### config.mk
export PLATFORM = sky130hd
export DESIGN_NAME = packet_mmu_control
export DESIGN_NICKNAME = d
export VERILOG_FILES = /design/src/rtl/mmu_ctrl_pkg.sv /design/src/rtl/packet_mmu_control.sv /design/src/rtl/pkt_queue.sv
export SDC_FILE = /design/constraint.sdc
export NUM_CORES = 1
export LEC_CHECK = 0
export BUFFER_PORTS_ARGS = -buffer_cell sky130_fd_sc_hd__buf_2
export CORE_MARGIN = 4
export CORE_UTILIZATION = 30
export CTS_CLUSTER_SIZE = 8
export DETAILED_ROUTE_END_ITERATION = 8
export GPL_TIMING_DRIVEN = 0
export PLACE_DENSITY = 0.56
export SLEW_MARGIN = 15
export SYNTH_ARGS = -nofsm -noshare
export SYNTH_HDL_FRONTEND = slang
export SYNTH_SLANG_ARGS = --single-unit
### constraint.sdc
create_clock -name core_clk -period 3.1 [get_ports core_clk]
set_clock_uncertainty 0.15 [all_clocks]
set_input_delay 0.465 -clock core_clk [delete_from_list [all_inputs] [get_ports core_clk]]
set_output_delay 0.465 -clock core_clk [all_outputs]
set_load 0.01 [all_outputs]
### src/rtl/mmu_ctrl_pkg.sv
package mmu_ctrl_pkg;
  // register byte addresses on the apb slave
  localparam logic [7:0] ADDR_ADAPTER_CONTROL = 8'h0c;
  localparam logic [7:0] ADDR_MMU_COMMAND     = 8'h10;
  localparam logic [7:0] ADDR_PACKET_SELECT   = 8'h14;
  localparam logic [7:0] ADDR_ALLOC_RESULT    = 8'h18;
  localparam logic [7:0] ADDR_FIFO_PORTS      = 8'h1c;
  localparam logic [7:0] ADDR_TX_CONFIG       = 8'h20;
  localparam logic [7:0] ADDR_EVENT_STATUS    = 8'h24;
  localparam logic [7:0] ADDR_STAT_COUNTER    = 8'h28;

  // adapter_control field positions
  localparam int CTL_ACCEPT_CRC = 14;
  localparam int CTL_AUTO_REL   = 11;
  localparam int CTL_LINK_EN    = 7;
  localparam int CTL_ROLL_EN    = 6;
  localparam int CTL_TXF_EN     = 5;
  localparam int CTL_EE_SEL     = 2;
  localparam int CTL_RELOAD     = 1;
  localparam int CTL_STORE      = 0;
  // reserved bits that read back as one
  localparam logic [15:0] CTL_RSVD_ONES = 16'h1210;

  // command and allocation result register fields
  localparam int CMD_OP_LSB = 5;
  localparam int CMD_BUSY   = 0;
  localparam int ARR_FAILED = 7;

  // operation codes
  localparam logic [2:0] OP_NOOP    = 3'h0;
  localparam logic [2:0] OP_ALLOC   = 3'h1;
  localparam logic [2:0] OP_RESET   = 3'h2;
  localparam logic [2:0] OP_REMOVE  = 3'h3;
  localparam logic [2:0] OP_REM_REL = 3'h4;
  localparam logic [2:0] OP_RELEASE = 3'h5;
  localparam logic [2:0] OP_ENQUEUE = 3'h6;
  localparam logic [2:0] OP_TX_RST  = 3'h7;

  // packet numbers and queue geometry
  localparam int PKT_W      = 6;
  localparam int NUM_PKTS   = 32;
  localparam int QUEUE_AW   = 5;
  localparam int QUEUE_D    = 32;

  // eeprom transfer worst case
  localparam int CLK_MHZ       = 125;
  localparam int EE_RELOAD_US  = 750;
  localparam int EE_LIMIT_CYC  = EE_RELOAD_US * CLK_MHZ;

  typedef enum {MMU_IDLE, MMU_RELEASE} mmu_state_e;

  // receive frame completion from the mac
  typedef struct packed {
    logic             done;
    logic             crcBad;
    logic [PKT_W-1:0] pkt;
  } rx_event_s;

  // transmit completion from the mac
  typedef struct packed {
    logic             done;
    logic             ok;
    logic [PKT_W-1:0] pkt;
  } tx_event_s;
endpackage

### src/rtl/packet_mmu_control.sv
`timescale 1ns/1ps
// Contract
// - accept bit keeps crc-failed frames
// - otherwise drop silently, free pages
// - auto release frees sent pages, no completion
// - auto release: irq on run end or fatal
// - fatal: transmitter off, number queued, pages kept
// - link change feeds merged irq, enable clear acks
// - rollover feeds merged irq, counter read acks
// - transmit fault feeds irq, acked by enable writes
// - three irq enables reset to zero
// - select bit picks eeprom register set
// - reload starts read, self clears
// - store starts write, self clears
// - busy transfer reads reload and store high
// - transfer blocks all but status polling
// - reload finishes within 750 us
// - decode eight opcodes, busy at bit zero
// - reset op frees all, clears queues
// - remove pops receive queue head
// - remove-release pops and frees, busy meanwhile
// - release specific frees selected packet
// - enqueue pushes selected packet for sending
// - tx reset empties both queues, keeps pages
// - busy and failed set at write end
// - allocate updates result register
module packet_mmu_control #(
  parameter int EE_LIMIT = mmu_ctrl_pkg::EE_LIMIT_CYC
) (
  input  wire logic                            core_clk,
  input  wire logic                            arst_n,
  input  wire logic                            psel,
  input  wire logic                            penable,
  input  wire logic                            pwrite,
  input  wire logic [7:0]                      paddr,
  input  wire logic [31:0]                     pwdata,
  output logic      [31:0]                     prdata,
  output logic                                 pready,
  output logic                                 pslverr,
  input  wire mmu_ctrl_pkg::rx_event_s         rxEvent,
  input  wire mmu_ctrl_pkg::tx_event_s         txEvent,
  input  wire logic                            txTake,
  input  wire logic                            linkUpPin,
  input  wire logic                            counterRollover,
  input  wire logic [15:0]                     statCounter,
  input  wire logic                            eeDone,
  output logic      [mmu_ctrl_pkg::PKT_W-1:0]  rxHead,
  output logic                                 rxPending,
  output logic      [mmu_ctrl_pkg::PKT_W-1:0]  txHead,
  output logic                                 txPending,
  output logic      [mmu_ctrl_pkg::PKT_W-1:0]  complHead,
  output logic                                 complPending,
  output logic                                 txEmptyEvent,
  output logic                                 mergedEventIrq,
  output logic                                 transmitterOn,
  output logic                                 eeRequest,
  output logic                                 eeStoreDir,
  output logic                                 eeSelGpr
);
  localparam int PW = mmu_ctrl_pkg::PKT_W;
  localparam int NP = mmu_ctrl_pkg::NUM_PKTS;

  // apb decode; the slave never inserts wait states
  logic access;
  logic setupRd;
  logic wrEn;
  logic rdEn;
  logic hit;
  logic eeActive_reg;
  assign pready  = 1'b1;
  assign access  = psel & penable;
  always_comb begin
    case (paddr)
      mmu_ctrl_pkg::ADDR_ADAPTER_CONTROL,
      mmu_ctrl_pkg::ADDR_MMU_COMMAND,
      mmu_ctrl_pkg::ADDR_PACKET_SELECT,
      mmu_ctrl_pkg::ADDR_ALLOC_RESULT,
      mmu_ctrl_pkg::ADDR_FIFO_PORTS,
      mmu_ctrl_pkg::ADDR_TX_CONFIG,
      mmu_ctrl_pkg::ADDR_EVENT_STATUS,
      mmu_ctrl_pkg::ADDR_STAT_COUNTER: hit = 1'b1;
      default:                         hit = 1'b0;
    endcase
  end
  assign pslverr = access & ~hit;
  assign setupRd = psel & ~penable & ~pwrite;
  // transfers other than the status poll are dropped while busy
  assign wrEn = access & pwrite & ~eeActive_reg;
  assign rdEn = access & ~pwrite & ~eeActive_reg;

  // adapter_control storage
  logic acceptCrc_reg;
  logic autoRelease_reg;
  logic linkEn_reg;
  logic rollEn_reg;
  logic txfEn_reg;
  logic eeSel_reg;
  logic eeStore_reg;
  logic ctlWr;
  logic [15:0] ctlWdata;
  assign ctlWr    = wrEn && paddr == mmu_ctrl_pkg::ADDR_ADAPTER_CONTROL;
  assign ctlWdata = pwdata[15:0];

  always_ff @(posedge core_clk or negedge arst_n) begin
    if (!arst_n) begin
      acceptCrc_reg   <= 1'b0;
      autoRelease_reg <= 1'b0;
      linkEn_reg      <= 1'b0;
      rollEn_reg      <= 1'b0;
      txfEn_reg       <= 1'b0;
      eeSel_reg       <= 1'b0;
    end else if (ctlWr) begin
      acceptCrc_reg   <= ctlWdata[mmu_ctrl_pkg::CTL_ACCEPT_CRC];
      autoRelease_reg <= ctlWdata[mmu_ctrl_pkg::CTL_AUTO_REL];
      linkEn_reg      <= ctlWdata[mmu_ctrl_pkg::CTL_LINK_EN];
      rollEn_reg      <= ctlWdata[mmu_ctrl_pkg::CTL_ROLL_EN];
      txfEn_reg       <= ctlWdata[mmu_ctrl_pkg::CTL_TXF_EN];
      eeSel_reg       <= ctlWdata[mmu_ctrl_pkg::CTL_EE_SEL];
    end
  end

  // eeprom sequencing; a reload runs straight out of reset
  logic [31:0] eeTimer_reg;
  logic        eeEnd;
  assign eeEnd = eeDone || eeTimer_reg == 32'(EE_LIMIT - 2);
  always_ff @(posedge core_clk or negedge arst_n) begin
    if (!arst_n) begin
      eeActive_reg <= 1'b1;
      eeStore_reg  <= 1'b0;
      eeTimer_reg  <= '0;
    end else if (eeActive_reg) begin
      eeTimer_reg <= eeTimer_reg + 32'h1;
      if (eeEnd) begin
        eeActive_reg <= 1'b0;
        eeTimer_reg  <= '0;
      end
    end else if (ctlWr && (ctlWdata[mmu_ctrl_pkg::CTL_RELOAD] ||
                           ctlWdata[mmu_ctrl_pkg::CTL_STORE])) begin
      eeActive_reg <= 1'b1;
      // store wins only when reload is not also asked for
      eeStore_reg  <= ~ctlWdata[mmu_ctrl_pkg::CTL_RELOAD];
    end
  end
  assign eeRequest  = eeActive_reg;
  assign eeStoreDir = eeStore_reg;
  assign eeSelGpr   = eeSel_reg;

  // link pin synchroniser and change detect
  logic linkMeta_reg;
  logic linkSync_reg;
  logic linkLast_reg;
  always_ff @(posedge core_clk or negedge arst_n) begin
    if (!arst_n) begin
      linkMeta_reg <= 1'b0;
      linkSync_reg <= 1'b0;
      linkLast_reg <= 1'b0;
    end else begin
      linkMeta_reg <= linkUpPin;
      linkSync_reg <= linkMeta_reg;
      linkLast_reg <= linkSync_reg;
    end
  end

  // transmitter enable and last transmit status
  logic txOn_reg;
  logic txSuccess_reg;
  logic txOnWr;
  logic txFatal;
  assign txOnWr  = wrEn && paddr == mmu_ctrl_pkg::ADDR_TX_CONFIG;
  assign txFatal = txEvent.done & ~txEvent.ok;
  always_ff @(posedge core_clk or negedge arst_n) begin
    if (!arst_n) begin
      txOn_reg      <= 1'b0;
      txSuccess_reg <= 1'b0;
    end else begin
      if (txFatal) begin
        txOn_reg <= 1'b0;
      end else if (txOnWr) begin
        txOn_reg <= pwdata[0];
      end
      if (txEvent.done) begin
        txSuccess_reg <= txEvent.ok;
      end
    end
  end
  assign transmitterOn = txOn_reg;

  // sticky event causes; a new event beats its own acknowledge
  logic linkChg_reg;
  logic roll_reg;
  logic txFault_reg;
  logic ackLink;
  logic ackRoll;
  logic ackFault;
  assign ackLink  = ctlWr & linkEn_reg &
                    ~ctlWdata[mmu_ctrl_pkg::CTL_LINK_EN];
  assign ackRoll  = rdEn && paddr == mmu_ctrl_pkg::ADDR_STAT_COUNTER;
  assign ackFault = (txOnWr & pwdata[0]) |
                    (ctlWr & ~ctlWdata[mmu_ctrl_pkg::CTL_TXF_EN]);
  always_ff @(posedge core_clk or negedge arst_n) begin
    if (!arst_n) begin
      linkChg_reg <= 1'b0;
      roll_reg    <= 1'b0;
      txFault_reg <= 1'b0;
    end else begin
      if (linkSync_reg != linkLast_reg) begin
        linkChg_reg <= 1'b1;
      end else if (ackLink) begin
        linkChg_reg <= 1'b0;
      end
      if (counterRollover) begin
        roll_reg <= 1'b1;
      end else if (ackRoll) begin
        roll_reg <= 1'b0;
      end
      if (txFatal && txOn_reg) begin
        txFault_reg <= 1'b1;
      end else if (ackFault) begin
        txFault_reg <= 1'b0;
      end
    end
  end
  assign mergedEventIrq = (linkChg_reg & linkEn_reg) |
                          (roll_reg & rollEn_reg) |
                          (txFault_reg & txfEn_reg);

  // command decode, only the opcode field is looked at
  logic          cmdWr;
  logic [2:0]    op;
  logic          mmuReset;
  logic          txQReset;
  logic [PW-1:0] pktSel_reg;
  assign cmdWr    = wrEn && paddr == mmu_ctrl_pkg::ADDR_MMU_COMMAND;
  assign op       = pwdata[mmu_ctrl_pkg::CMD_OP_LSB +: 3];
  assign mmuReset = cmdWr && op == mmu_ctrl_pkg::OP_RESET;
  assign txQReset = mmuReset ||
                    (cmdWr && op == mmu_ctrl_pkg::OP_TX_RST);

  always_ff @(posedge core_clk or negedge arst_n) begin
    if (!arst_n) begin
      pktSel_reg <= '0;
    end else if (mmuReset) begin
      pktSel_reg <= '0;
    end else if (wrEn && paddr == mmu_ctrl_pkg::ADDR_PACKET_SELECT) begin
      pktSel_reg <= pwdata[PW-1:0];
    end
  end

  // release engine; busy covers the page free cycle
  mmu_ctrl_pkg::mmu_state_e state_reg;
  logic [PW-1:0]            relPkt_reg;
  logic                     busy;
  assign busy = (state_reg == mmu_ctrl_pkg::MMU_RELEASE);
  always_ff @(posedge core_clk or negedge arst_n) begin
    if (!arst_n) begin
      state_reg  <= mmu_ctrl_pkg::MMU_IDLE;
      relPkt_reg <= '0;
    end else begin
      case (state_reg)
        mmu_ctrl_pkg::MMU_IDLE: begin
          if (cmdWr && op == mmu_ctrl_pkg::OP_REM_REL && rxPending) begin
            state_reg  <= mmu_ctrl_pkg::MMU_RELEASE;
            relPkt_reg <= rxHead;
          end else if (cmdWr && op == mmu_ctrl_pkg::OP_RELEASE) begin
            state_reg  <= mmu_ctrl_pkg::MMU_RELEASE;
            relPkt_reg <= pktSel_reg;
          end
        end
        mmu_ctrl_pkg::MMU_RELEASE: state_reg <= mmu_ctrl_pkg::MMU_IDLE;
        default:                   state_reg <= mmu_ctrl_pkg::MMU_IDLE;
      endcase
    end
  end

  // page ownership map and frees from every source
  logic [NP-1:0] allocMap_reg;
  logic [NP-1:0] freeMask;
  logic [NP-1:0] setMask;
  logic          rxDrop;
  logic          txAutoFree;
  logic          freeAny;
  logic [4:0]    freeIdx;
  logic          allocPend_reg;
  logic          allocFailed_reg;
  logic [PW-1:0] allocPkt_reg;
  assign rxDrop     = rxEvent.done & rxEvent.crcBad & ~acceptCrc_reg;
  assign txAutoFree = txEvent.done & txEvent.ok & autoRelease_reg;

  always_comb begin
    freeAny = 1'b0;
    freeIdx = '0;
    for (int i = NP - 1; i >= 0; i--) begin
      if (!allocMap_reg[i]) begin
        freeAny = 1'b1;
        freeIdx = 5'(i);
      end
    end
  end

  always_comb begin
    freeMask = '0;
    setMask  = '0;
    if (busy) begin
      freeMask[relPkt_reg[4:0]] = 1'b1;
    end
    if (rxDrop) begin
      freeMask[rxEvent.pkt[4:0]] = 1'b1;
    end
    if (txAutoFree) begin
      freeMask[txEvent.pkt[4:0]] = 1'b1;
    end
    if (allocPend_reg && freeAny) begin
      setMask[freeIdx] = 1'b1;
    end
  end

  always_ff @(posedge core_clk or negedge arst_n) begin
    if (!arst_n) begin
      allocMap_reg <= '0;
    end else if (mmuReset) begin
      allocMap_reg <= '0;
    end else begin
      allocMap_reg <= (allocMap_reg & ~freeMask) | setMask;
    end
  end

  // allocation result; failed rises at the write, clears when served
  always_ff @(posedge core_clk or negedge arst_n) begin
    if (!arst_n) begin
      allocPend_reg   <= 1'b0;
      allocFailed_reg <= 1'b1;
      allocPkt_reg    <= '0;
    end else if (mmuReset) begin
      allocPend_reg   <= 1'b0;
      allocFailed_reg <= 1'b1;
    end else if (cmdWr && op == mmu_ctrl_pkg::OP_ALLOC) begin
      allocPend_reg   <= 1'b1;
      allocFailed_reg <= 1'b1;
    end else if (allocPend_reg && freeAny) begin
      allocPend_reg   <= 1'b0;
      allocFailed_reg <= 1'b0;
      allocPkt_reg    <= {1'b0, freeIdx};
    end
  end

  // receive, transmit and completion queues
  logic rxPush;
  logic rxPop;
  logic rxEmpty;
  logic txEmpty;
  logic cpEmpty;
  logic cpPush;
  logic [PW-1:0] cpData;
  assign rxPush = rxEvent.done & ~rxDrop;
  assign rxPop  = cmdWr && (op == mmu_ctrl_pkg::OP_REMOVE ||
                            op == mmu_ctrl_pkg::OP_REM_REL);
  // a fatal packet is always reported, even under auto release
  assign cpPush = txEvent.done & ~txAutoFree;
  assign cpData = txEvent.pkt;

  pkt_queue rxQueue (
    .core_clk (core_clk),
    .arst_n   (arst_n),
    .clear    (mmuReset),
    .push     (rxPush),
    .pushData (rxEvent.pkt),
    .pop      (rxPop),
    .headData (rxHead),
    .empty    (rxEmpty),
    .full     ()
  );

  pkt_queue txQueue (
    .core_clk (core_clk),
    .arst_n   (arst_n),
    .clear    (txQReset),
    .push     (cmdWr && op == mmu_ctrl_pkg::OP_ENQUEUE),
    .pushData (pktSel_reg),
    .pop      (txTake),
    .headData (txHead),
    .empty    (txEmpty),
    .full     ()
  );

  pkt_queue complQueue (
    .core_clk (core_clk),
    .arst_n   (arst_n),
    .clear    (txQReset),
    .push     (cpPush),
    .pushData (cpData),
    .pop      (wrEn && paddr == mmu_ctrl_pkg::ADDR_FIFO_PORTS),
    .headData (complHead),
    .empty    (cpEmpty),
    .full     ()
  );

  assign rxPending    = ~rxEmpty;
  assign txPending    = ~txEmpty & txOn_reg;
  assign complPending = ~cpEmpty;

  // end of a queued run, one pulse
  always_ff @(posedge core_clk or negedge arst_n) begin
    if (!arst_n) begin
      txEmptyEvent <= 1'b0;
    end else begin
      txEmptyEvent <= txEvent.done & txEvent.ok & txEmpty;
    end
  end

  // read data is captured in the setup cycle
  always_ff @(posedge core_clk or negedge arst_n) begin
    if (!arst_n) begin
      prdata <= '0;
    end else if (setupRd) begin
      prdata <= '0;
      if (eeActive_reg) begin
        if (paddr == mmu_ctrl_pkg::ADDR_ADAPTER_CONTROL) begin
          prdata[1:0] <= 2'h3;
        end
      end else begin
        case (paddr)
          mmu_ctrl_pkg::ADDR_ADAPTER_CONTROL: begin
            prdata[15:0] <= mmu_ctrl_pkg::CTL_RSVD_ONES;
            prdata[mmu_ctrl_pkg::CTL_ACCEPT_CRC] <= acceptCrc_reg;
            prdata[mmu_ctrl_pkg::CTL_AUTO_REL]   <= autoRelease_reg;
            prdata[mmu_ctrl_pkg::CTL_LINK_EN]    <= linkEn_reg;
            prdata[mmu_ctrl_pkg::CTL_ROLL_EN]    <= rollEn_reg;
            prdata[mmu_ctrl_pkg::CTL_TXF_EN]     <= txfEn_reg;
            prdata[mmu_ctrl_pkg::CTL_EE_SEL]     <= eeSel_reg;
          end
          mmu_ctrl_pkg::ADDR_MMU_COMMAND:
            prdata[mmu_ctrl_pkg::CMD_BUSY] <= busy;
          mmu_ctrl_pkg::ADDR_PACKET_SELECT:
            prdata[PW-1:0] <= pktSel_reg;
          mmu_ctrl_pkg::ADDR_ALLOC_RESULT: begin
            prdata[mmu_ctrl_pkg::ARR_FAILED] <= allocFailed_reg;
            prdata[PW-1:0] <= allocPkt_reg;
          end
          mmu_ctrl_pkg::ADDR_FIFO_PORTS: begin
            prdata[15]   <= rxEmpty;
            prdata[13:8] <= rxHead;
            prdata[7]    <= cpEmpty;
            prdata[5:0]  <= complHead;
          end
          mmu_ctrl_pkg::ADDR_TX_CONFIG:
            prdata[0] <= txOn_reg;
          mmu_ctrl_pkg::ADDR_EVENT_STATUS:
            prdata[5:0] <= {mergedEventIrq, txFault_reg, roll_reg,
                            linkChg_reg, linkSync_reg, txSuccess_reg};
          mmu_ctrl_pkg::ADDR_STAT_COUNTER:
            prdata[15:0] <= statCounter;
          default: prdata <= '0;
        endcase
      end
    end
  end
endmodule // packet_mmu_control

### src/rtl/pkt_queue.sv
`timescale 1ns/1ps
// packet-number queue, head word comes out of a register
module pkt_queue (
  input  wire logic                          core_clk,
  input  wire logic                          arst_n,
  input  wire logic                          clear,
  input  wire logic                          push,
  input  wire logic [mmu_ctrl_pkg::PKT_W-1:0] pushData,
  input  wire logic                          pop,
  output logic      [mmu_ctrl_pkg::PKT_W-1:0] headData,
  output logic                               empty,
  output logic                               full
);
  localparam int AW = mmu_ctrl_pkg::QUEUE_AW;
  logic [mmu_ctrl_pkg::PKT_W-1:0] mem [mmu_ctrl_pkg::QUEUE_D];
  logic [AW-1:0] wrPtr_reg;
  logic [AW-1:0] rdPtr_reg;
  logic [AW-1:0] rdPtr_next;
  logic [AW:0]   count_reg;
  logic [AW:0]   count_next;
  logic          doPush;
  logic          doPop;

  assign doPush = push & ~full & ~clear;
  assign doPop  = pop & ~empty & ~clear;
  assign empty  = (count_reg == '0);
  assign full   = (count_reg == (AW+1)'(mmu_ctrl_pkg::QUEUE_D));

  // one write port, one entry per generate slot
  for (genvar g = 0; g < mmu_ctrl_pkg::QUEUE_D; g++) begin : gEntry
    always_ff @(posedge core_clk) begin
      if (doPush && wrPtr_reg == AW'(g)) begin
        mem[g] <= pushData;
      end
    end
  end

  always_comb begin
    rdPtr_next = doPop ? rdPtr_reg + 1'b1 : rdPtr_reg;
    count_next = count_reg;
    if (clear) begin
      count_next = '0;
    end else if (doPush && !doPop) begin
      count_next = count_reg + 1'b1;
    end else if (doPop && !doPush) begin
      count_next = count_reg - 1'b1;
    end
  end

  // pointers and fill level
  always_ff @(posedge core_clk or negedge arst_n) begin
    if (!arst_n) begin
      wrPtr_reg <= '0;
      rdPtr_reg <= '0;
      count_reg <= '0;
    end else if (clear) begin
      wrPtr_reg <= '0;
      rdPtr_reg <= '0;
      count_reg <= '0;
    end else begin
      wrPtr_reg <= doPush ? wrPtr_reg + 1'b1 : wrPtr_reg;
      rdPtr_reg <= rdPtr_next;
      count_reg <= count_next;
    end
  end

  // registered head; bypass when the new word lands in the head slot
  always_ff @(posedge core_clk or negedge arst_n) begin
    if (!arst_n) begin
      headData <= '0;
    end else if (count_next == '0) begin
      headData <= '0;
    end else if (doPush && wrPtr_reg == rdPtr_next) begin
      headData <= pushData;
    end else begin
      headData <= mem[rdPtr_next];
    end
  end
endmodule // pkt_queue

Word level (Yosys, flattened, before mapping)
Memory sizes are Yosys's and may differ from the RTL's.
Index checks and enable logic that the tools add are counted.
- flip-flop bits (word level): 229
- bits in writable memories: 576
- bits of input ports: 81
- output and inout port bits: 61
- logic and storage cells: 1109
- memories kept: 3
- memories (name ; words ; width ; rd ports ; clocked after memory_dff ; write ports ; RTL line ; text):
    complQueue.mem ; 32 ; 6 ; 1 ; 0 ; 1 ; pkt_queue.sv:15 ; logic [mmu_ctrl_pkg::PKT_W-1:0] mem [mmu_ctrl_pkg::QUEUE_D];
    rxQueue.mem ; 32 ; 6 ; 1 ; 0 ; 1 ; pkt_queue.sv:15 ;
    txQueue.mem ; 32 ; 6 ; 1 ; 0 ; 1 ; pkt_queue.sv:15 ;
- add/subtract/negate cells: 13
- order comparisons: 8
- eq/ne operators: 118
- muxes and demuxes: 612
- bitwise operators: 64
- reduce and logical (&&, ||, !) cells: 253
- operators by type and width (cell ; number):
    $mux 5 ; 139
    $mux 6 ; 113
    $reduce_or 6->1 ; 93
    $mux 1 ; 337
    $mux 32 ; 9
    $eq 5x5->1 const B ; 48
    $logic_and 1x1->1 ; 126
    $eq 5x4->1 const B ; 24
    $or 32x32->32 ; 3
    $eq 5x3->1 const B ; 12
    $and 1x1->1 ; 36
    $logic_not 6->1 ; 6
    $add 32x1->32 const B ; 1
    $and 32x32->32 ; 1
    $eq 32x17->1 const B ; 1
    $eq 32x2->1 const B ; 1
    $eq 8x5->1 const B ; 4
    $logic_not 32->1 ; 1
    $not 32->32 ; 1
    $add 5x1->5 const B ; 6
    $eq 5x2->1 const B ; 6
    $pmux 5 s6 ; 1
    $eq 8x6->1 const B ; 3
    $lt 5x6->1 const B ; 4
    29 further kinds ; 92

Logic depth before layout (Yosys ltp)
Gate-level depths: netlist of the first run.
- depth after elaboration: 43
- mapped depth: 14
- depth with buffers taken out: 12

Hierarchy
A second synthesis of the first run with hierarchy kept.
- cell total of the unflattened synthesis: 3041
- area total of the unflattened synthesis: 37713.7 um^2
- modules (own cells, without submodules) (module ; times used ; cells each ; area an instance (um^2)):
    pkt_queue at txQueue ; 1 ; 725 ; 10497.6
    pkt_queue at rxQueue ; 1 ; 801 ; 10488.8
    pkt_queue at complQueue ; 1 ; 686 ; 9654.3
    packet_mmu_control ; 1 ; 829 ; 7073.0

Worst setup path after synthesis of the first run
Ideal clock, no wire load.
- path kind: in2reg
- from: in paddr[5]
- to: reg txQueue.headData[2] (netlist name)
- data arrival time: 3.233 ns
- path slack: -0.407 ns
- stages on the path: 10
- buffers on the path: 1
- cell sequence: or4b_4 > nor4_4 > a21o_4 > and2_2 > buf_6 > mux4_2 > a22o_1 > a211o_1 > nor3_1 > nor3_1
- longest elaborated chain between the ends: 13
- RTL lines (what ; RTL line ; text):
    start, declared ; packet_mmu_control.sv:35 ; input wire logic [7:0] paddr,
    $eq 8x5->1 (*) ; packet_mmu_control.sv:233 ; assign cmdWr = wrEn && paddr == mmu_ctrl_pkg::ADDR_MMU_COMMAND;
    $logic_and 1x1->1 (*) ; packet_mmu_control.sv:233 ;
    parallel branches: the longest is 10 deep, another holds $mem_v2 32x6 ; - ;
    $mux 6 (*) ; pkt_queue.sv:71 ; end else if (count_next == '0) begin
    end signal, assigned ; pkt_queue.sv:74 ; headData <= pushData;
    end signal, assigned ; pkt_queue.sv:76 ; headData <= mem[rdPtr_next];
    end, declared ; pkt_queue.sv:10 ; output logic [mmu_ctrl_pkg::PKT_W-1:0] headData,
Mark *: on every way between the ends.
A chain may end at the register's enable or synchronous reset.

Worst setup path after layout of the first run
- from: reg txQueue.count_reg[1]
- to: reg txQueue.headData[5] (netlist name)
- longest elaborated chain between the ends: 11
- RTL lines (what ; RTL line ; text):
    start, declared ; pkt_queue.sv:19 ; logic [AW:0] count_reg;
    start signal, assigned ; pkt_queue.sv:63 ; count_reg <= count_next;
    parallel branches: the longest is 10 deep, another holds $mem_v2 32x6 ; - ;
    $mux 6 (*) ; pkt_queue.sv:71 ;
Marked as above.

==> results by group, run 1 <==
STA
  – Slew at the pin closest to its max-slew limit: 1.10 ns
  – Clock period minus worst slack: 3.52 ns
  – Maximum clock frequency: 284 MHz
  – Count of final max-slew check failures: 0
  – RSZ-0062 raised after global routing: true
  – Final worst slack: -0.423 ns
  – Post-route clock period utilization: 1.14
  – Slew HR: 0.257
  – Final hold vios: 0
  – Setup violation total in the final timing report: 122

Setup path
  – R2r startpoint: txQueue.count_reg[1]
  – Highest fanout seen on the critical path: 7
  – Reg2Reg Depth: 14
  – Crit. End Element: register
  – WP buf/inv: 5
  – Delay of the slowest cell on the worst path: 0.49 ns
  – Arrival @ worst endpoint: 3.93 ns
  – Worst path slowest cell: or4b_4
  – Crit Path Category: reg -> reg
  – Worst endpoint required time: 3.51 ns
  – Critical path, cell by cell: inv_2, ha_4, or4b_4, buf_6, o21ai_4, a2bb2oi_4, and2_4, buf_12, buf_8, buf_4, mux4_2, a22o_1, and4b_1, nor3_1
  – Endpoint of the lowest-slack register-to-register path: txQueue.headData[5]
  – Crit start category: register
  – Worst reg2reg setup slack: -0.42 ns
  – Dominant delay contributor by cell family on the critical path: simple AND/OR/NAND/NOR gates

Run status
  – Violations in the final reports: setup timing
  – Result of the run: finished, violations left

Synthesis
  – Number of distinct library cell variants in the gate-level netlist after synthesis: 104
  – Post-synth EDFFs: 576
  – Count of mapped cells out of synthesis: 2563
  – Number of warnings printed during yosys synthesis: 0
  – Syn Std Cell Area: 0.0343 mm2
  – FFs w/ async S/R, synth: 0.240
  – Register bit total from synthesis: 758
  – Commonest register cell after synthesis: edfxtp_1
  – Average footprint of a synthesized cell: 13.4 um2
  – Register area share after synthesis: 0.637

Global routing
  – First-pass GRT wire length: 155000 um
  – Total congestion overflow after global routing: 0
  – All-layer global routing usage: 0.171
  – Fraction of met1 tracks used by global routing: 0.233
  – Met3 usage: 0.0511
  – Met2 capacity usage during global routing: 0.263
  – Antenna violations before repair: 7
  – Pin count of the biggest net entering global routing: 93
  – Busiest grt layer: met2
  – Via count of the first global-routing pass: 23200

Floorplanning
  – Die area: 0.120 mm2
  – Count of pins on the block boundary: 142
  – Height of the chip: 346 um
  – Width of the die: 346 um
  – Initial Utilization: 0.304
  – Core footprint: 0.113 mm2
  – Number of rows created at floorplan: 123

Clocking
  – Number of clock sinks seen by CTS: 758
  – Clk_lat worst skew: 0.70 ns
  – Total number of H-tree levels: 3
  – Post-CTS clock slew at the launch and capture registers of the worst setup and hold paths: 0.05 ns
  – Number of buffers between clock root and the deepest sink: 3
  – Clock tree from TritonCTS: built
  – Root buffer selected by CTS: clkbuf_16
  – Number of buffers added by the clock tree synthesis step: 105

Final layout
  – Registers with the highest flip-flop counts: complQueue.mem (192), rxQueue.mem (192), txQueue.mem (192)
  – Multi-input combinational cell area: 0.0135 mm2
  – Fraction of final layout cells with drive strength greater than 1: 0.287
  – Fillcell total: 10600
  – Most used cells in the layout excluding fill and tap cells: 576 x edfxtp_1, 251 x nand2_1, 170 x dfrtp_1
  – Layout-stage area growth over the synthesis result: 27.8%
  – Final-stage net count: 3048
  – Final core occ: 0.388
  – Final non-filler cell area: 0.0439 mm2
  – Combined flip-flop and latch cell area: 0.0219 mm2
  – Most common library cell in the layout ignoring fill and taps: edfxtp_1

Placement
  – Port Buf Inserts: 100
  – Detailed-placement wirelength estimate: 71100 um
  – GP Congestion: 0.922
  – DP Area: 0.0371 mm2

Drt
  – Final routed DRC violation total: 0
  – Via density: 5.31
  – Total wirelength of the detailed-routed design: 107000 um
  – First-pass DRT Iterations: 5
  – Detailed router's first-iteration violation count: 2601
  – Detailed-route wire length per cell: 23.7 um
  – Via count: 24000
  – Post-detailed-route count of antenna-violating nets: 0

Power and ir drop
  – Psw: 0.00857 W
  – Clock power share: 0.375
  – Sequential Power Share: 0.413
  – Portion of total power attributed to combinational logic: 0.212
  – Static leakage power: 15.8 nW
  – Power density over cell area: 663 mW/mm2
  – Switching Share: 0.295
  – Peak supply drop: 0.499 mV
  – Internal power of the cells: 0.0205 W

Hold path
  – Hold Crit Start: statCounter[15]
  – Classification of the worst-slack hold path: in -> reg
  – Worst Hold Path EP: prdata[15]
  – Number of instances on the worst hold path: 3

Flow run
  – Max-cap violation count: 0
-- cell families after synthesis --
group / count (synthesis) / share of synthesized area
xor gates and xnor gates: 61 / 0.0178
and+or+nand+nor: 807 / 0.115
muxes: 206 / 0.0893
DFF: 758 / 0.637
adders and majority gates: 33 / 0.0120
other: 2 / 0.000219
buffers and inverters: 209 / 0.0283
AOI/OAI and AO/OA: 487 / 0.100
-- worst max path at each step --
stage                                      to  slack [ns]  cells past startpoint            startpoint
after CTS                 txQueue.headData[1]       -0.47                     13  txQueue.count_reg[0]
final                     txQueue.headData[5]       -0.42                     14  txQueue.count_reg[1]
after detailed placement  rxQueue.headData[3]       -1.82                     11              paddr[6]
after global placement    rxQueue.headData[5]       -2.01                      1                arst_n
after floorplan           txQueue.headData[2]       -0.28                     10              paddr[6]
after global routing      txQueue.headData[1]       -0.53                     13  txQueue.count_reg[1]
-- tightest hold or removal path: cells and delay by family --
kind / cells / cell delay (ns)
AO/OA/AOI/OAI: 2 / 0.22
buffers and inverters: 1 / 0.16
-- layout make-up --
type                            count  share of cell area
Clock inverter                      8             0.00465
Multi-Input combinational cell   1611               0.307
Buffer                            146              0.0262
Antenna cell                        1           0.0000570
Tap cell                         1500              0.0428
Inverter                           56             0.00479
Sequential cell                   758               0.498
Timing Repair Buffer              257              0.0492
Clock buffer                      179              0.0669
-- cell usage after synthesis, types with 49 or more instances --
cell / n / area [um2]
edfxtp_1: 576 / 17300
nand2_1: 269 / 1010
nor2_1: 184 / 691
dfrtp_1: 180 / 4500
o21ai_0: 120 / 601
mux2i_1: 107 / 1070
mux4_2: 78 / 1760
nand3_1: 74 / 370
clkbuf_1: 70 / 263
inv_1: 56 / 210
nor3_1: 52 / 260
a221oi_1: 49 / 429
-- what timing repair did --
action                                 4_1_cts  5_1_grt
pin swaps                                   69       81
setup endpoints to repair                  702      508
resized for setup                          357      176
gates cloned                                 5        5
hold buffers                                20        0
buffers inserted                            72       52
endpoints found under the hold margin      199        0
-- stage by stage --
stage                     power, W  cells  worst slack, ns  setup TNS (ns)  hold slack, ns
after floorplan             0.0153   2578           -0.280           -2.56          0.0194
final                       0.0291   4516           -0.423          -11.54          0.0570
after detailed placement    0.0171   4184            -1.82         -595.13           0.125
after global routing        0.0302   4515           -0.528          -36.33          0.0527
after CTS                   0.0289   4462           -0.471           -5.98         0.00714
after global placement      0.0170   4178            -2.01        -1061.38           0.189
-- power groups by stage --
stage | combinational, W | clock [W] | sequential [W]
after floorplan | 0.00333 | 0 | 0.0120
after global placement | 0.00490 | 0 | 0.0121
after detailed placement | 0.00493 | 0 | 0.0121
after CTS | 0.00584 | 0.0111 | 0.0120
after global routing | 0.00658 | 0.0116 | 0.0121
final | 0.00617 | 0.0109 | 0.0120
-- per-layer routing --
metal	vias to the layer above	part of all wire
li1	10600	-
met1	12100	0.43
met2	1027	0.45
met3	181	0.094
met4	4	0.026
met5	-	0.00023
Note: power is estimated with default switching activity, not from simulation.
==> inputs of run 2 (changes only) <==
--- a/config.mk
+++ b/config.mk
@@ -6,13 +6,16 @@
 export NUM_CORES = 1
 export LEC_CHECK = 0
 export BUFFER_PORTS_ARGS = -buffer_cell sky130_fd_sc_hd__buf_2
+export CELL_PAD_IN_SITES_DETAIL_PLACEMENT = 1
+export CELL_PAD_IN_SITES_GLOBAL_PLACEMENT = 1
 export CORE_MARGIN = 4
 export CORE_UTILIZATION = 30
 export CTS_CLUSTER_SIZE = 8
 export DETAILED_ROUTE_END_ITERATION = 8
 export GPL_TIMING_DRIVEN = 0
-export PLACE_DENSITY = 0.56
+export PLACE_DENSITY = 0.63
 export SLEW_MARGIN = 15
 export SYNTH_ARGS = -nofsm -noshare
 export SYNTH_HDL_FRONTEND = slang
 export SYNTH_SLANG_ARGS = --single-unit
+export TNS_END_PERCENT = 1
==> run 2 against run 1 <==
Compared with the run above:
- the flow still finishes with violations (setup timing)
- sequential cell count is the same
- critical path depth shrank 2
- fmax shrank 1.6%
- total power is essentially flat
- non-clock buffer count shrank 39
- utilization shrank 0.79 points
- combinational power grew 2%
- first-iteration DRC count shrank 25%
- cell count shrank 0.78%
- cell area shrank 2.0%
- via count is essentially flat
- highest routed layer unchanged
==> results by group, run 2 (synthesis results as in run 1) <==
Run status
  – Result of the run: finished, violations left
  – Violations in the final reports: setup timing

Floorplanning
  – Width of the die: 346 um
  – Core footprint: 0.113 mm2
  – Die area: 0.120 mm2
  – Count of pins on the block boundary: 142
  – Number of rows created at floorplan: 123
  – Initial Utilization: 0.304
  – Height of the chip: 346 um

Clocking
  – Number of buffers between clock root and the deepest sink: 3
  – Number of clock sinks seen by CTS: 758
  – Clk_lat worst skew: 0.71 ns
  – Number of buffers added by the clock tree synthesis step: 104
  – Root buffer selected by CTS: clkbuf_16
  – Post-CTS clock slew at the launch and capture registers of the worst setup and hold paths: 0.05 ns
  – Total number of H-tree levels: 3
  – Clock tree from TritonCTS: built

Global routing
  – Total congestion overflow after global routing: 0
  – First-pass GRT wire length: 168000 um
  – Via count of the first global-routing pass: 24700
  – Pin count of the biggest net entering global routing: 66
  – All-layer global routing usage: 0.185
  – Antenna violations before repair: 9

Power and ir drop
  – Power density over cell area: 677 mW/mm2
  – Static leakage power: 15.4 nW
  – Peak supply drop: 0.407 mV

Final layout
  – Registers with the highest flip-flop counts: complQueue.mem (192), rxQueue.mem (192), txQueue.mem (192)
  – Most common library cell in the layout ignoring fill and taps: edfxtp_1
  – Fin cells: 4481
  – Final-stage net count: 3008
  – Most used cells in the layout excluding fill and tap cells: 576 x edfxtp_1, 257 x nand2_1, 170 x dfrtp_1
  – Fraction of final layout cells with drive strength greater than 1: 0.266
  – Layout-stage area growth over the synthesis result: 25.3%
  – Fillcell total: 11800

Setup path
  – Worst path slowest cell: mux4_2
  – Delay of the slowest cell on the worst path: 0.52 ns
  – Crit start category: register
  – R2r startpoint: txQueue.count_reg[1]
  – Crit. End Element: register
  – Endpoint of the lowest-slack register-to-register path: txQueue.headData[0]
  – Worst endpoint required time: 3.51 ns
  – Arrival @ worst endpoint: 3.99 ns
  – Crit Path Category: reg -> reg
  – Reg2Reg Depth: 12
  – Critical path, cell by cell: inv_2, ha_4, or4b_4, o211ai_1, a21o_4, and2_4, buf_12, mux4_2, a22o_1, a211o_1, nor3_2, nor3_2
  – Highest fanout seen on the critical path: 8
  – CP most frequent cell: nor3_2
  – Worst reg2reg setup slack: -0.48 ns

Placement
  – Detailed-placement wirelength estimate: 77400 um
  – Number of instances in the placed design: 4184
  – GP Congestion: 0.848
  – Port Buf Inserts: 100
  – Pre-CTS worst setup slack: -2.13 ns

Drt
  – Final routed DRC violation total: 0
  – Detailed-route wire length per cell: 25.2 um
  – Detailed router's first-iteration violation count: 1961
  – Via density: 5.35
  – Via count: 24000
  – Total wirelength of the detailed-routed design: 113000 um
  – First-pass DRT Iterations: 5
  – Post-detailed-route count of antenna-violating nets: 0

STA
  – Post-route clock period utilization: 1.15
  – Count of final max-slew check failures: 0
  – Slew HR: 0.0947
  – Slew at the pin closest to its max-slew limit: 1.35 ns
  – Final worst slack: -0.479 ns
  – Final hold vios: 0
  – Maximum clock frequency: 279 MHz
  – Clock period minus worst slack: 3.58 ns
  – RSZ-0062 raised after global routing: true
  – Setup violation total in the final timing report: 310

Hold path
  – Classification of the worst-slack hold path: in -> reg
  – Worst Hold Path EP: prdata[12]
  – Number of instances on the worst hold path: 3
  – Hold Crit Start: statCounter[12]

Flow run
  – Max-cap violation count: 0
[run 2: cell types whose count changed in the layout (fill, tap and decap cells not counted), sizes merged]
cell	delta
buf	-33
clkbuf	-4
dlygate4sd3	-3
inv	-1
bufbuf	+1
diode	+5
[run 2: worst max-delay path: cells and delay by family (launching register included)]
kind	cells	cell delay (ns)
compound gates	4	1.05
flops	1	0.42
mux	1	0.52
fa+ha+maj	1	0.14
buf+inv	2	0.23
simple gates	4	0.93
[run 2: repair_timing]
item	4_1_cts	5_1_grt
resized for setup	391	74
hold endpoints to repair	84	0
setup endpoints to repair	703	603
buffers inserted	77	14
hold buffers	17	0
cloned	3	1
pin swaps	55	28
[run 2: metal layers]
layer | wire length, um | GRT usage
met1 | 51600 | 0.265
met2 | 50100 | 0.277
met3 | 8760 | 0.0489
met4 | 2520 | 0.0517
met5 | 39 | 0
[run 2: final cells by class]
class,count,area (um2),area share
clock buffer,179,2880,0.0671
buffer,146,1090,0.0254
antenna,6,15.0,0.000349
sequential,758,21900,0.509
inverter,56,210,0.00489
timing repair buffer,218,1780,0.0415
tap,1500,1880,0.0437
clock inverter,7,196,0.00457
multi-input combinational,1611,13100,0.304
[run 2: metrics by stage]
stage / utilization / power, W / hold WS [ns] / setup TNS [ns] / cell area (um2)
6_report: 0.380 / 0.0291 / 0.0104 / -65.23 / 43000
5_1_grt: 0.380 / 0.0303 / 0.0454 / -86.90 / 43000
4_1_cts: 0.377 / 0.0291 / 0.00183 / -42.36 / 42600
3_5_place_dp: 0.327 / 0.0172 / 0.196 / -600.36 / 36900
3_3_place_gp: 0.325 / 0.0172 / 0.190 / -1051.12 / 36800
2_1_floorplan: - / 0.0153 / 0.0194 / -3.80 / 34400
[run 2: report_power, final]
part / switching, W / internal (W) / total [W]
Sequential: 0.000507 / 0.0115 / 0.0120
Combinational: 0.00372 / 0.00258 / 0.00630
Clock: 0.00450 / 0.00630 / 0.0108
[run 2: worst max path at each step]
stage,from,slack [ns],endpoint,cells past startpoint
floorplan,paddr[3],-0.29,txQueue.headData[2],11
CTS,txQueue.count_reg[0],-0.46,txQueue.headData[0],12
global placement,paddr[5],-2.13,txQueue.headData[4],11
detailed placement,paddr[5],-2.13,txQueue.headData[4],11
finish,txQueue.count_reg[1],-0.48,txQueue.headData[0],12
global route,complQueue.count_reg[1],-0.52,complQueue.headData[4],14
